===== src/common/doc_pkg.sv =====
// Purpose: shared constants for the converter output-state control block
// Assumes: 32-bit apb, word-aligned registers
// Notes: offsets and layouts below are local choices where none are printed
package doc_pkg;
   // ****************************************
   // register offsets
   // ****************************************
   localparam logic [11:0] DOC_OFF_CTRL = 12'h000;
   localparam logic [11:0] DOC_OFF_PEND = 12'h004;
   localparam logic [11:0] DOC_OFF_CLRC = 12'h008;
   localparam logic [11:0] DOC_OFF_ACT = 12'h00C;
   localparam logic [11:0] DOC_OFF_CONV = 12'h010;
   localparam logic [11:0] DOC_OFF_STAT = 12'h014;
   // ****************************************
   // control register fields
   // ****************************************
   localparam int DOC_CTL_FB_SEL = 1;
   localparam int DOC_CTL_FLOAT = 2;
   localparam int DOC_CTL_CLAMP = 3;
   localparam int DOC_CTL_OFFBIN = 4;
   localparam logic [4:0] DOC_CTL_RST = 5'h0C;
   // ****************************************
   // action register fields, code width and code reset value
   // ****************************************
   localparam int DOC_ACT_LOAD = 0;
   localparam int DOC_ACT_PRESET = 1;
   localparam int DOC_ACT_RESET = 2;
   localparam int DOC_CODE_W = 18;
   localparam logic [17:0] DOC_CODE_RST = 18'h0_0000;
   // ****************************************
   // output states
   // ****************************************
   typedef enum logic [1:0] {
      DOC_OUT_NORMAL = 2'b00,
      DOC_OUT_FLOAT = 2'b01,
      DOC_OUT_CLAMP = 2'b11
   } doc_out_t;
endpackage


===== src/doc_ctrl.sv =====
// Purpose: output-state and action control of an 18-bit voltage dac
// Assumes: pclk 25 MHz, presetn async active low, pins asynchronous
// Notes: one flop-struct, registered copy; action bits self-clear
//
// Local design decisions: the register addresses and the APB register port.
`timescale 1ns/1ns
// Notes on behaviour
// - writing one to load action copies pending code into converter register
// - writing one to preset action loads the stored clear code into converter
// - clear code is used in the currently selected coding, binary or twos complement
// - writing one to reset action returns all registers to power-on values
// - at power-on every register takes its default value
// - after power-on converter is tristated and output clamped to ground
// - tristate and clamp stay until host changes control bits
// - leaving tristate and clamp, output sits at midscale (code zero, twos complement) unless loaded
// - float and clamp bits select three states; both zero is normal
// - clamp bit one forces ground clamp whatever the float bit
// - float one with clamp zero leaves output high impedance
// - software action bit acts like a low pulse on its pin
// - software preset action ignored while load pin held low
// - software load action ignored while preset pin held low
module doc_ctrl (
   input wire logic pclk,
   input wire logic presetn,
   input wire logic psel,
   input wire logic penable,
   input wire logic pwrite,
   input wire logic [11:0] paddr,
   input wire logic [31:0] pwdata,
   input wire logic [3:0] pstrb,
   output logic [31:0] prdata,
   output logic pready,
   output logic pslverr,
   input wire logic load_update_n,
   input wire logic restore_preset_n,
   output logic [doc_pkg::DOC_CODE_W-1:0] conv_code,
   output logic offset_binary,
   output logic output_float_ctl,
   output logic output_ground_clamp,
   output logic feedback_resistor_sel,
   output logic conv_update
);
   import doc_pkg::*;

   // ****************************************
   // state
   // ****************************************
   typedef struct packed {
      logic [1:0] ld_sync;
      logic [1:0] pr_sync;
      logic ld_prev;
      logic pr_prev;
      logic [4:0] ctrl;
      logic [17:0] pend;
      logic [17:0] clrc;
      logic [17:0] conv;
      logic upd;
      logic [31:0] rdata;
      logic err;
   } doc_state_t;

   doc_state_t s_q;
   doc_state_t s_d;

   function automatic doc_out_t out_state(input logic [4:0] c);
      if (c[DOC_CTL_CLAMP]) begin
         return DOC_OUT_CLAMP;
      end
      if (c[DOC_CTL_FLOAT]) begin
         return DOC_OUT_FLOAT;
      end
      return DOC_OUT_NORMAL;
   endfunction

   function automatic logic [17:0] merge18(input logic [17:0] old, input logic [31:0] w, input logic [3:0] be);
      logic [17:0] r;
      r = old;
      if (be[0]) begin
         r[7:0] = w[7:0];
      end
      if (be[1]) begin
         r[15:8] = w[15:8];
      end
      if (be[2]) begin
         r[17:16] = w[17:16];
      end
      return r;
   endfunction

   logic acc;
   logic wr;
   logic rd;
   logic ld_pin_low;
   logic pr_pin_low;
   logic sw_load;
   logic sw_preset;
   logic sw_reset;
   logic hw_load;
   logic hw_preset;
   doc_out_t ost;

   assign acc = psel & penable;
   assign wr = acc & pwrite;
   // read data is captured in the setup cycle, so it stands at the access edge
   assign rd = psel & ~penable & ~pwrite;
   assign ld_pin_low = ~s_q.ld_sync[1];
   assign pr_pin_low = ~s_q.pr_sync[1];
   // one-cycle pulses from the access edge only, nothing stored
   assign sw_load = wr && paddr == DOC_OFF_ACT && pstrb[0] && pwdata[DOC_ACT_LOAD] && !pr_pin_low;
   assign sw_preset = wr && paddr == DOC_OFF_ACT && pstrb[0] && pwdata[DOC_ACT_PRESET] && !ld_pin_low;
   assign sw_reset = wr && paddr == DOC_OFF_ACT && pstrb[0] && pwdata[DOC_ACT_RESET];
   // falling edges of the synchronised pins
   assign hw_load = s_q.ld_prev & ~s_q.ld_sync[1];
   assign hw_preset = s_q.pr_prev & ~s_q.pr_sync[1];
   assign ost = out_state(s_q.ctrl);

   // ****************************************
   // next state
   // ****************************************
   always_comb begin
      s_d = s_q;
      s_d.ld_sync = {s_q.ld_sync[0], load_update_n};
      s_d.pr_sync = {s_q.pr_sync[0], restore_preset_n};
      s_d.ld_prev = s_q.ld_sync[1];
      s_d.pr_prev = s_q.pr_sync[1];
      s_d.upd = 1'b0;
      s_d.err = 1'b0;
      if (wr) begin
         unique case (paddr)
            DOC_OFF_CTRL: begin
               if (pstrb[0]) begin
                  s_d.ctrl = pwdata[4:0];
               end
            end
            DOC_OFF_PEND: begin
               s_d.pend = merge18(s_q.pend, pwdata, pstrb);
            end
            DOC_OFF_CLRC: begin
               s_d.clrc = merge18(s_q.clrc, pwdata, pstrb);
            end
            DOC_OFF_ACT: begin
            end
            default: begin
               s_d.err = 1'b1;
            end
         endcase
      end
      if (rd) begin
         unique case (paddr)
            DOC_OFF_CTRL: s_d.rdata = {27'h000_0000, s_q.ctrl};
            DOC_OFF_PEND: s_d.rdata = {14'h0000, s_q.pend};
            DOC_OFF_CLRC: s_d.rdata = {14'h0000, s_q.clrc};
            DOC_OFF_ACT: s_d.rdata = 32'h0000_0000;
            DOC_OFF_CONV: s_d.rdata = {14'h0000, s_q.conv};
            DOC_OFF_STAT: s_d.rdata = {27'h000_0000, s_q.pr_sync[1], s_q.ld_sync[1], 1'b0, ost};
            default: begin
               s_d.rdata = 32'h0000_0000;
               s_d.err = 1'b1;
            end
         endcase
      end
      // clear code taken raw; coding is applied downstream by offset_binary
      if (sw_preset || hw_preset) begin
         s_d.conv = s_q.clrc;
         s_d.upd = 1'b1;
      end else if (sw_load || hw_load) begin
         s_d.conv = s_q.pend;
         s_d.upd = 1'b1;
      end
      if (sw_reset) begin
         // same values as the async reset; pin syncs kept to avoid false edges
         s_d.ctrl = DOC_CTL_RST;
         s_d.pend = DOC_CODE_RST;
         s_d.clrc = DOC_CODE_RST;
         s_d.conv = DOC_CODE_RST;
         s_d.upd = 1'b0;
      end
   end

   always_ff @(posedge pclk or negedge presetn) begin
      if (!presetn) begin
         s_q.ld_sync <= 2'b11;
         s_q.pr_sync <= 2'b11;
         s_q.ld_prev <= 1'b1;
         s_q.pr_prev <= 1'b1;
         s_q.ctrl <= DOC_CTL_RST;
         s_q.pend <= DOC_CODE_RST;
         s_q.clrc <= DOC_CODE_RST;
         s_q.conv <= DOC_CODE_RST;
         s_q.upd <= 1'b0;
         s_q.rdata <= 32'h0000_0000;
         s_q.err <= 1'b0;
      end else begin
         s_q <= s_d;
      end
   end

   // ****************************************
   // outputs
   // ****************************************
   assign pready = 1'b1;
   assign prdata = s_q.rdata;
   assign pslverr = 1'b0;
   assign conv_code = s_q.conv;
   assign conv_update = s_q.upd;
   assign offset_binary = s_q.ctrl[DOC_CTL_OFFBIN];
   assign output_ground_clamp = (ost == DOC_OUT_CLAMP);
   assign output_float_ctl = (ost != DOC_OUT_NORMAL);
   assign feedback_resistor_sel = s_q.ctrl[DOC_CTL_FB_SEL];
endmodule


===== config.mk =====
export PLATFORM = sky130hd
export DESIGN_NAME = doc_ctrl
export DESIGN_NICKNAME = d
export VERILOG_FILES = /design/src/common/doc_pkg.sv /design/src/doc_ctrl.sv
export SDC_FILE = /design/constraint.sdc
export NUM_CORES = 1
export LEC_CHECK = 0
export ABC_CLOCK_PERIOD_IN_PS = 5600
export BUFFER_PORTS_ARGS = -buffer_cell sky130_fd_sc_hd__buf_2
export CORE_ASPECT_RATIO = 1.5
export CORE_MARGIN = 2
export CORE_UTILIZATION = 55
export CTS_BUF_LIST = sky130_fd_sc_hd__clkbuf_8
export CTS_CLUSTER_DIAMETER = 120
export DETAILED_ROUTE_END_ITERATION = 7
export PLACE_DENSITY_LB_ADDON = 0.3
export SETUP_SLACK_MARGIN = 0.5
export SYNTH_ARGS = -nofsm -noshare
export SYNTH_HDL_FRONTEND = slang
export SYNTH_SLANG_ARGS = --single-unit
export TNS_END_PERCENT = 30

===== constraint.sdc =====
create_clock -name pclk -period 5.6 [get_ports pclk]
set_clock_uncertainty 0.15 [all_clocks]
set_input_delay 0.28 -clock pclk [delete_from_list [all_inputs] [get_ports pclk]]
set_output_delay 0.28 -clock pclk [all_outputs]
set_load 0.05 [all_outputs]

---- Yosys cells after proc, flatten, opt, wreduce, memory -nomap -nowiden ----
Cells that the tools add are included.
operators by class
  eq/ne operators ......................... 6
  mux-type cells .......................... 19
  bitwise logic cells ..................... 10
  reduce and logical (&&, ||, !) cells .... 26
operators by type and width
  kind                                                  number
  case mux 18 bit (5 select lines)                      1
  two-way mux 60 bit                                    1
  two-way mux 41 bit                                    1
  two-way mux 19 bit                                    2
  two-way mux 18 bit                                    2
  equality test 12 x 4 -> 1 bit, second input constant  2
  equality test 12 x 5 -> 1 bit, second input constant  2
  AND reduction 3 bit                                   7
  two-way mux 8 bit                                     2
  nonzero test 2 bit                                    8
  equality test 12 x 3 -> 1 bit, second input constant  1
  logical NOT 12 bit                                    1
  two-way mux 2 bit                                     5
  two-way mux 5 bit                                     2
  logical AND 1 bit                                     7
  AND 1 bit                                             6
  NOT 1 bit                                             4
  two-way mux 1 bit                                     3
  nonzero test 3 bit                                    1
  equality test 2 bit, second input constant            1
  logical OR 1 bit                                      2
storage, ports and cells
  register bits after elaboration ......... 98
  bits of input ports ..................... 55
  output and inout bits ................... 57
  logic and storage cells ................. 75

---- Depth between registers and ports, before layout ----
  word-level depth ........................ 10
  gate-level depth with buffers ........... 8

---- Worst setup path after synthesis ----
Ideal clock, no wire load.
  path kind ............................... in2reg
  from .................................... input paddr[1]
  to ...................................... register s_q, in the netlist conv_code[0]
  setup time .............................. 0.129 ns
  data arrival time ....................... 2.047 ns
  required time ........................... 5.321 ns
  slack ................................... 3.274 ns
  stages .................................. 8
  buffers on the path ..................... 3
  cell sequence ........................... or4_1 > buf_2 > or4_4 > o21a_1 > buf_2 > buf_6 > nor2_1 > nor3_2
on the way
  word-level cells in the longest chain between the ends .. 8
  elaborated cells between the ends (all ways) .. 13
  those cells by class .................... eq/ne (1); mux (2); reduce/logical (10)
RTL lines
  what                                line                                               text
  start, declared                     doc_ctrl.sv:28                                     input wire logic [11:0] paddr,
  equality test 12 x 4 -> 1 bit (*)   --
  logical AND 1 bit (*) (2 in a row)  doc_ctrl.sv:109, doc_ctrl.sv:110, doc_ctrl.sv:111
  logical AND 1 bit (2 in a row)      doc_ctrl.sv:110                                    assign sw_preset = wr && paddr == DOC_OFF_ACT && pstrb[0] && pwdata[DOC_ACT_PRESET] && !ld_pin_low;
  logical OR 1 bit                    doc_ctrl.sv:163                                    if (sw_preset || hw_preset) begin
  two-way mux 19 bit                  doc_ctrl.sv:163
  two-way mux 60 bit                  doc_ctrl.sv:170                                    if (sw_reset) begin
  end, declared                       doc_ctrl.sv:62                                     doc_state_t s_q;
Every way passes the cells marked *; elsewhere a longest branch is shown, timed or not.
A chain may end at the register's enable or synchronous reset.

---- Worst setup path after layout ----
  from .................................... register s_q, in the netlist s_d[93]
  to ...................................... register s_q, in the netlist conv_code[0]
on the way
  word-level cells in the longest chain between the ends .. 5
  elaborated cells between the ends (all ways) .. 8
  those cells by class .................... mux (2); bitwise (2); reduce/logical (4)
RTL lines
  what                line             text
  NOT 1 bit           doc_ctrl.sv:114  assign hw_preset = s_q.pr_prev & ~s_q.pr_sync[1];
  AND 1 bit           doc_ctrl.sv:114
  logical OR 1 bit    doc_ctrl.sv:163
  two-way mux 19 bit  doc_ctrl.sv:163
  two-way mux 60 bit  doc_ctrl.sv:170
Several ways; a longest one is shown, not always the timed one.

==> reports/results.tsv <==
stage	metric	value	unit
floorplanning	area of the die	0.00932	mm²
yosys	Most used DFF post-synth	dfrtp_1	
floorplanning	Chip Width	79.5	µm
route	drt via density	6.00	
clock_network	TritonCTS buffer count	9	
final_layout	share of cells above drive strength 1	22.7	%
place	placed instance area	0.00477	mm²
final_layout	area of the multi-input gates	0.00208	mm²
setup_path	Worst Setup SP	s_d[93]	
pwr	peak supply drop	175	µV
yosys	Synth area leader	dfrtp_1	
min_path	worst hold path type	in -> reg	
setup_path	worst reg-to-reg path cell count	4	
pwr	Static Leak	0.00232	µW
global_route	antenna violations before repair	0	
final_layout	Design Area, Final	0.00506	mm²
sta	Slew Viols, Final	0	
global_route	GRT overflow	0	
pwr	combinational fraction of design power	18.7	%
sta	fmax	0.398	GHz
clock_network	Longest Clk Path Bufs	2	
pwr	Int Power	918	µW
yosys	Yosys top cell area share	40.4	%
final_layout	register area	0.00211	mm²
yosys	synth warn	0	
setup_path	end of the critical path	conv_code[0]	
sta	part of the cycle the worst path needs	44.9	%
sta	endpoints failing setup	0	
place	Detailed Place HPWL	8.05	mm
global_route	largest net degree at the start of global routing	85	
floorplanning	die extent in y	117	µm
floorplanning	num rows	41	
yosys	most frequent cell after synthesis	nand2_1	
final_layout	Area Growth Syn to Fin	7.61	%
global_route	GRT Util Overall	27.3	%
yosys	number of flops mapped to enable cells by yosys	0	
yosys	commonest cells in the synthesized netlist	nand2_1 (91), dfrtp_1 (76), o21ai_0 (60)	
setup_path	CP endpoint kind	flop	
route	routed wire length	12.1	mm
route	DRT iter0 DRCs	396	
outcome	status	completed	
setup_path	CP arrival	2580	ps
yosys	Area contributors post-synth	dfrtp_1 (40%), buf_4 (8.6%), nand2_1 (7.3%)	
pwr	clock network power share	32.8	%
pwr	sw frac	31.2	%
pwr	net switching power	417	µW
floorplanning	io pins	112	
yosys	Avg Cell Area, Syn	9.06	µm²
clock_network	number of setup buffers added after CTS	0	
global_route	first-pass GRT wire length	19.1	mm
flow_run	max cap viols	0	
setup_path	worst flop-to-flop path startpoint	s_d[93]	
sta	normalized max-slew margin	18.8	%
route	antenna-violating nets left	0	
floorplanning	CORE AREA	0.00836	mm²
setup_path	WP data required	5670	ps
sta	final hold vios	0	
route	DRC	0	
yosys	Seq/Total Area, Yosys	44.9	%
final_layout	post-layout util	60.5	%
sta	worst slew pin tran	1220	ps
setup_path	slowest CP cell	and4_1	
sta	Setup TNS	0	ps
setup_path	FF-to-FF End	conv_code[0]	
clock_network	root buf cell	clkbuf_8	
clock_network	cts repair resizes	0	
final_layout	antenna cells	0	
setup_path	CP startpoint kind	flop	
final_layout	Fill cells	771	
final_layout	Layout Nets	606	
route	Vias	3975	
clock_network	Clk pin slew, worst setup/hold paths	80	ps
setup_path	critical setup path kind	reg -> reg	
setup_path	critical path peak fanout	37	
setup_path	Worst R2R Setup Slack	3090	ps
yosys	Mapped Area	0.00470	mm²
floorplanning	Initial Util	56.2	%
pwr	Power Total	1340	µW
place	Placed Cells	638	
clock_network	Worst-Skew Late Latency	360	ps
yosys	Async SR Flop Fraction	100	%
pwr	Seq pwr share	48.5	%
clock_network	CTS tree	done	
global_route	vias in the first global route	3746	
setup_path	CP max stage delay	1020	ps
sta	RSZ-0062 raised after global routing	no	
sta	Period minus WS final	2510	ps
yosys	Post-Synthesis Cells	519	
place	IO buf count	80	
place	placer congestion estimate	0.824	
pwr	PwrDens	264	mW/mm²
setup_path	crit-path cells	and4_1 > o21ai_0 > nor3_1 > nor3_2	
final_layout	Finished Layout Cells	663	
yosys	flops & latches, synth	84	
yosys	Unique masters post-synth	38	
route	drt wl/cell	18.3	µm
clock_network	htree depth	3	
clock_network	clk sink count	84	
route	drt pass-1 iters	6	
[layout make-up]
class / count / share of cell area, %
flip-flops and latches: 84 / 41.7
repair buffers: 92 / 10.2
multi-input cells: 357 / 41.0
well taps: 107 / 2.65
inverters: 7 / 0.519
clock buffers: 11 / 2.99
clock inverters: 5 / 0.890
[per-stage QoR]
step / worst slack, ps / hold slack, ps
final: 3090 / 4.86
after global routing: 2980 / 9.08
after CTS: 3120 / 0.587
after detailed placement: 2850 / 198
after global placement: 2880 / 196
after floorplan: 3270 / -166
[state kept, by name, indices dropped and copies added (netlist names)]
register,count
s_q,41
conv_code,18
prdata,18
s_d,4
conv_update,1
feedback_resistor_sel,1
offset_binary,1
[cells by family after synthesis]
kind of cell,after synthesis,share of synthesized area (%)
AND/OR/NAND/NOR,197,20.5
flip-flops,84,44.9
other,2,0.160
buffers and inverters,92,12.1
multiplexers,27,5.93
AO/OA/AOI/OAI,117,16.4
[critical path, delay by kind of cell (launching register included)]
family	cells	cell delay, ps
flops	1	570
simple gates	3	1370
compound gates	1	260
[cells in the final DEF (no fill, tap or decap), drive strengths merged]
cell,instances
a222oi,5
and3,8
bufinv,1
nor4,3
o2111ai,1
o21ai,61
a22o,18
or4,3
nand2b,3
nor3b,1
or2,2
dlygate4sd3,9
mux2i,20
and2,2
a32o,1
mux2,7
clkbuf,11
dfstp,8
nand4,6
o21a,1
inv,11
and4,3
a22oi,26
dfrtp,76
nor2,26
nor3,40
conb,16
nand2,91
buf,83
a21oi,3
nand3,6
nor2b,3
o211a,1
[layer usage]
layer | share of wire [%] | up-vias | wire length [µm] | global-route usage [%]
met1 | 38 | 1933 | 4600 | 32.2
met3 | 7.0 | 28 | 842 | 4.68
met4 | 3.0 | 0 | 360 | 13.1
met5 | 0 | - | 0 | 0
met2 | 52 | 192 | 6300 | 47.9
li1 | - | 1822 | - | -
[power by group through the flow]
stage	clock network, µW	registers [µW]	logic, µW
6_report	438	648	250
5_1_grt	470	651	271
2_1_floorplan	0	656	213
4_1_cts	445	648	249
3_3_place_gp	0	659	238
3_5_place_dp	0	660	244
[worst min-delay path by stage]
stage	slack [ps]	cells past startpoint	from	end
5_1_grt	9	3	pwdata[16]	s_q[68]
2_1_floorplan	-170	0	presetn	conv_code[0]
4_1_cts	0.6	2	pwdata[8]	s_q[78]
6_report	5	3	pwdata[16]	s_q[68]
3_5_place_dp	200	0	s_d[98]	s_d[94]
3_3_place_gp	200	0	s_d[96]	s_d[93]
[timing repair]
item                                    4_1_cts  5_1_grt
endpoints found under the setup margin        0        0
hold endpoints to repair                     18        0
hold buffers                                  9        0
No activity file was read; power rests on OpenSTA's default activity.
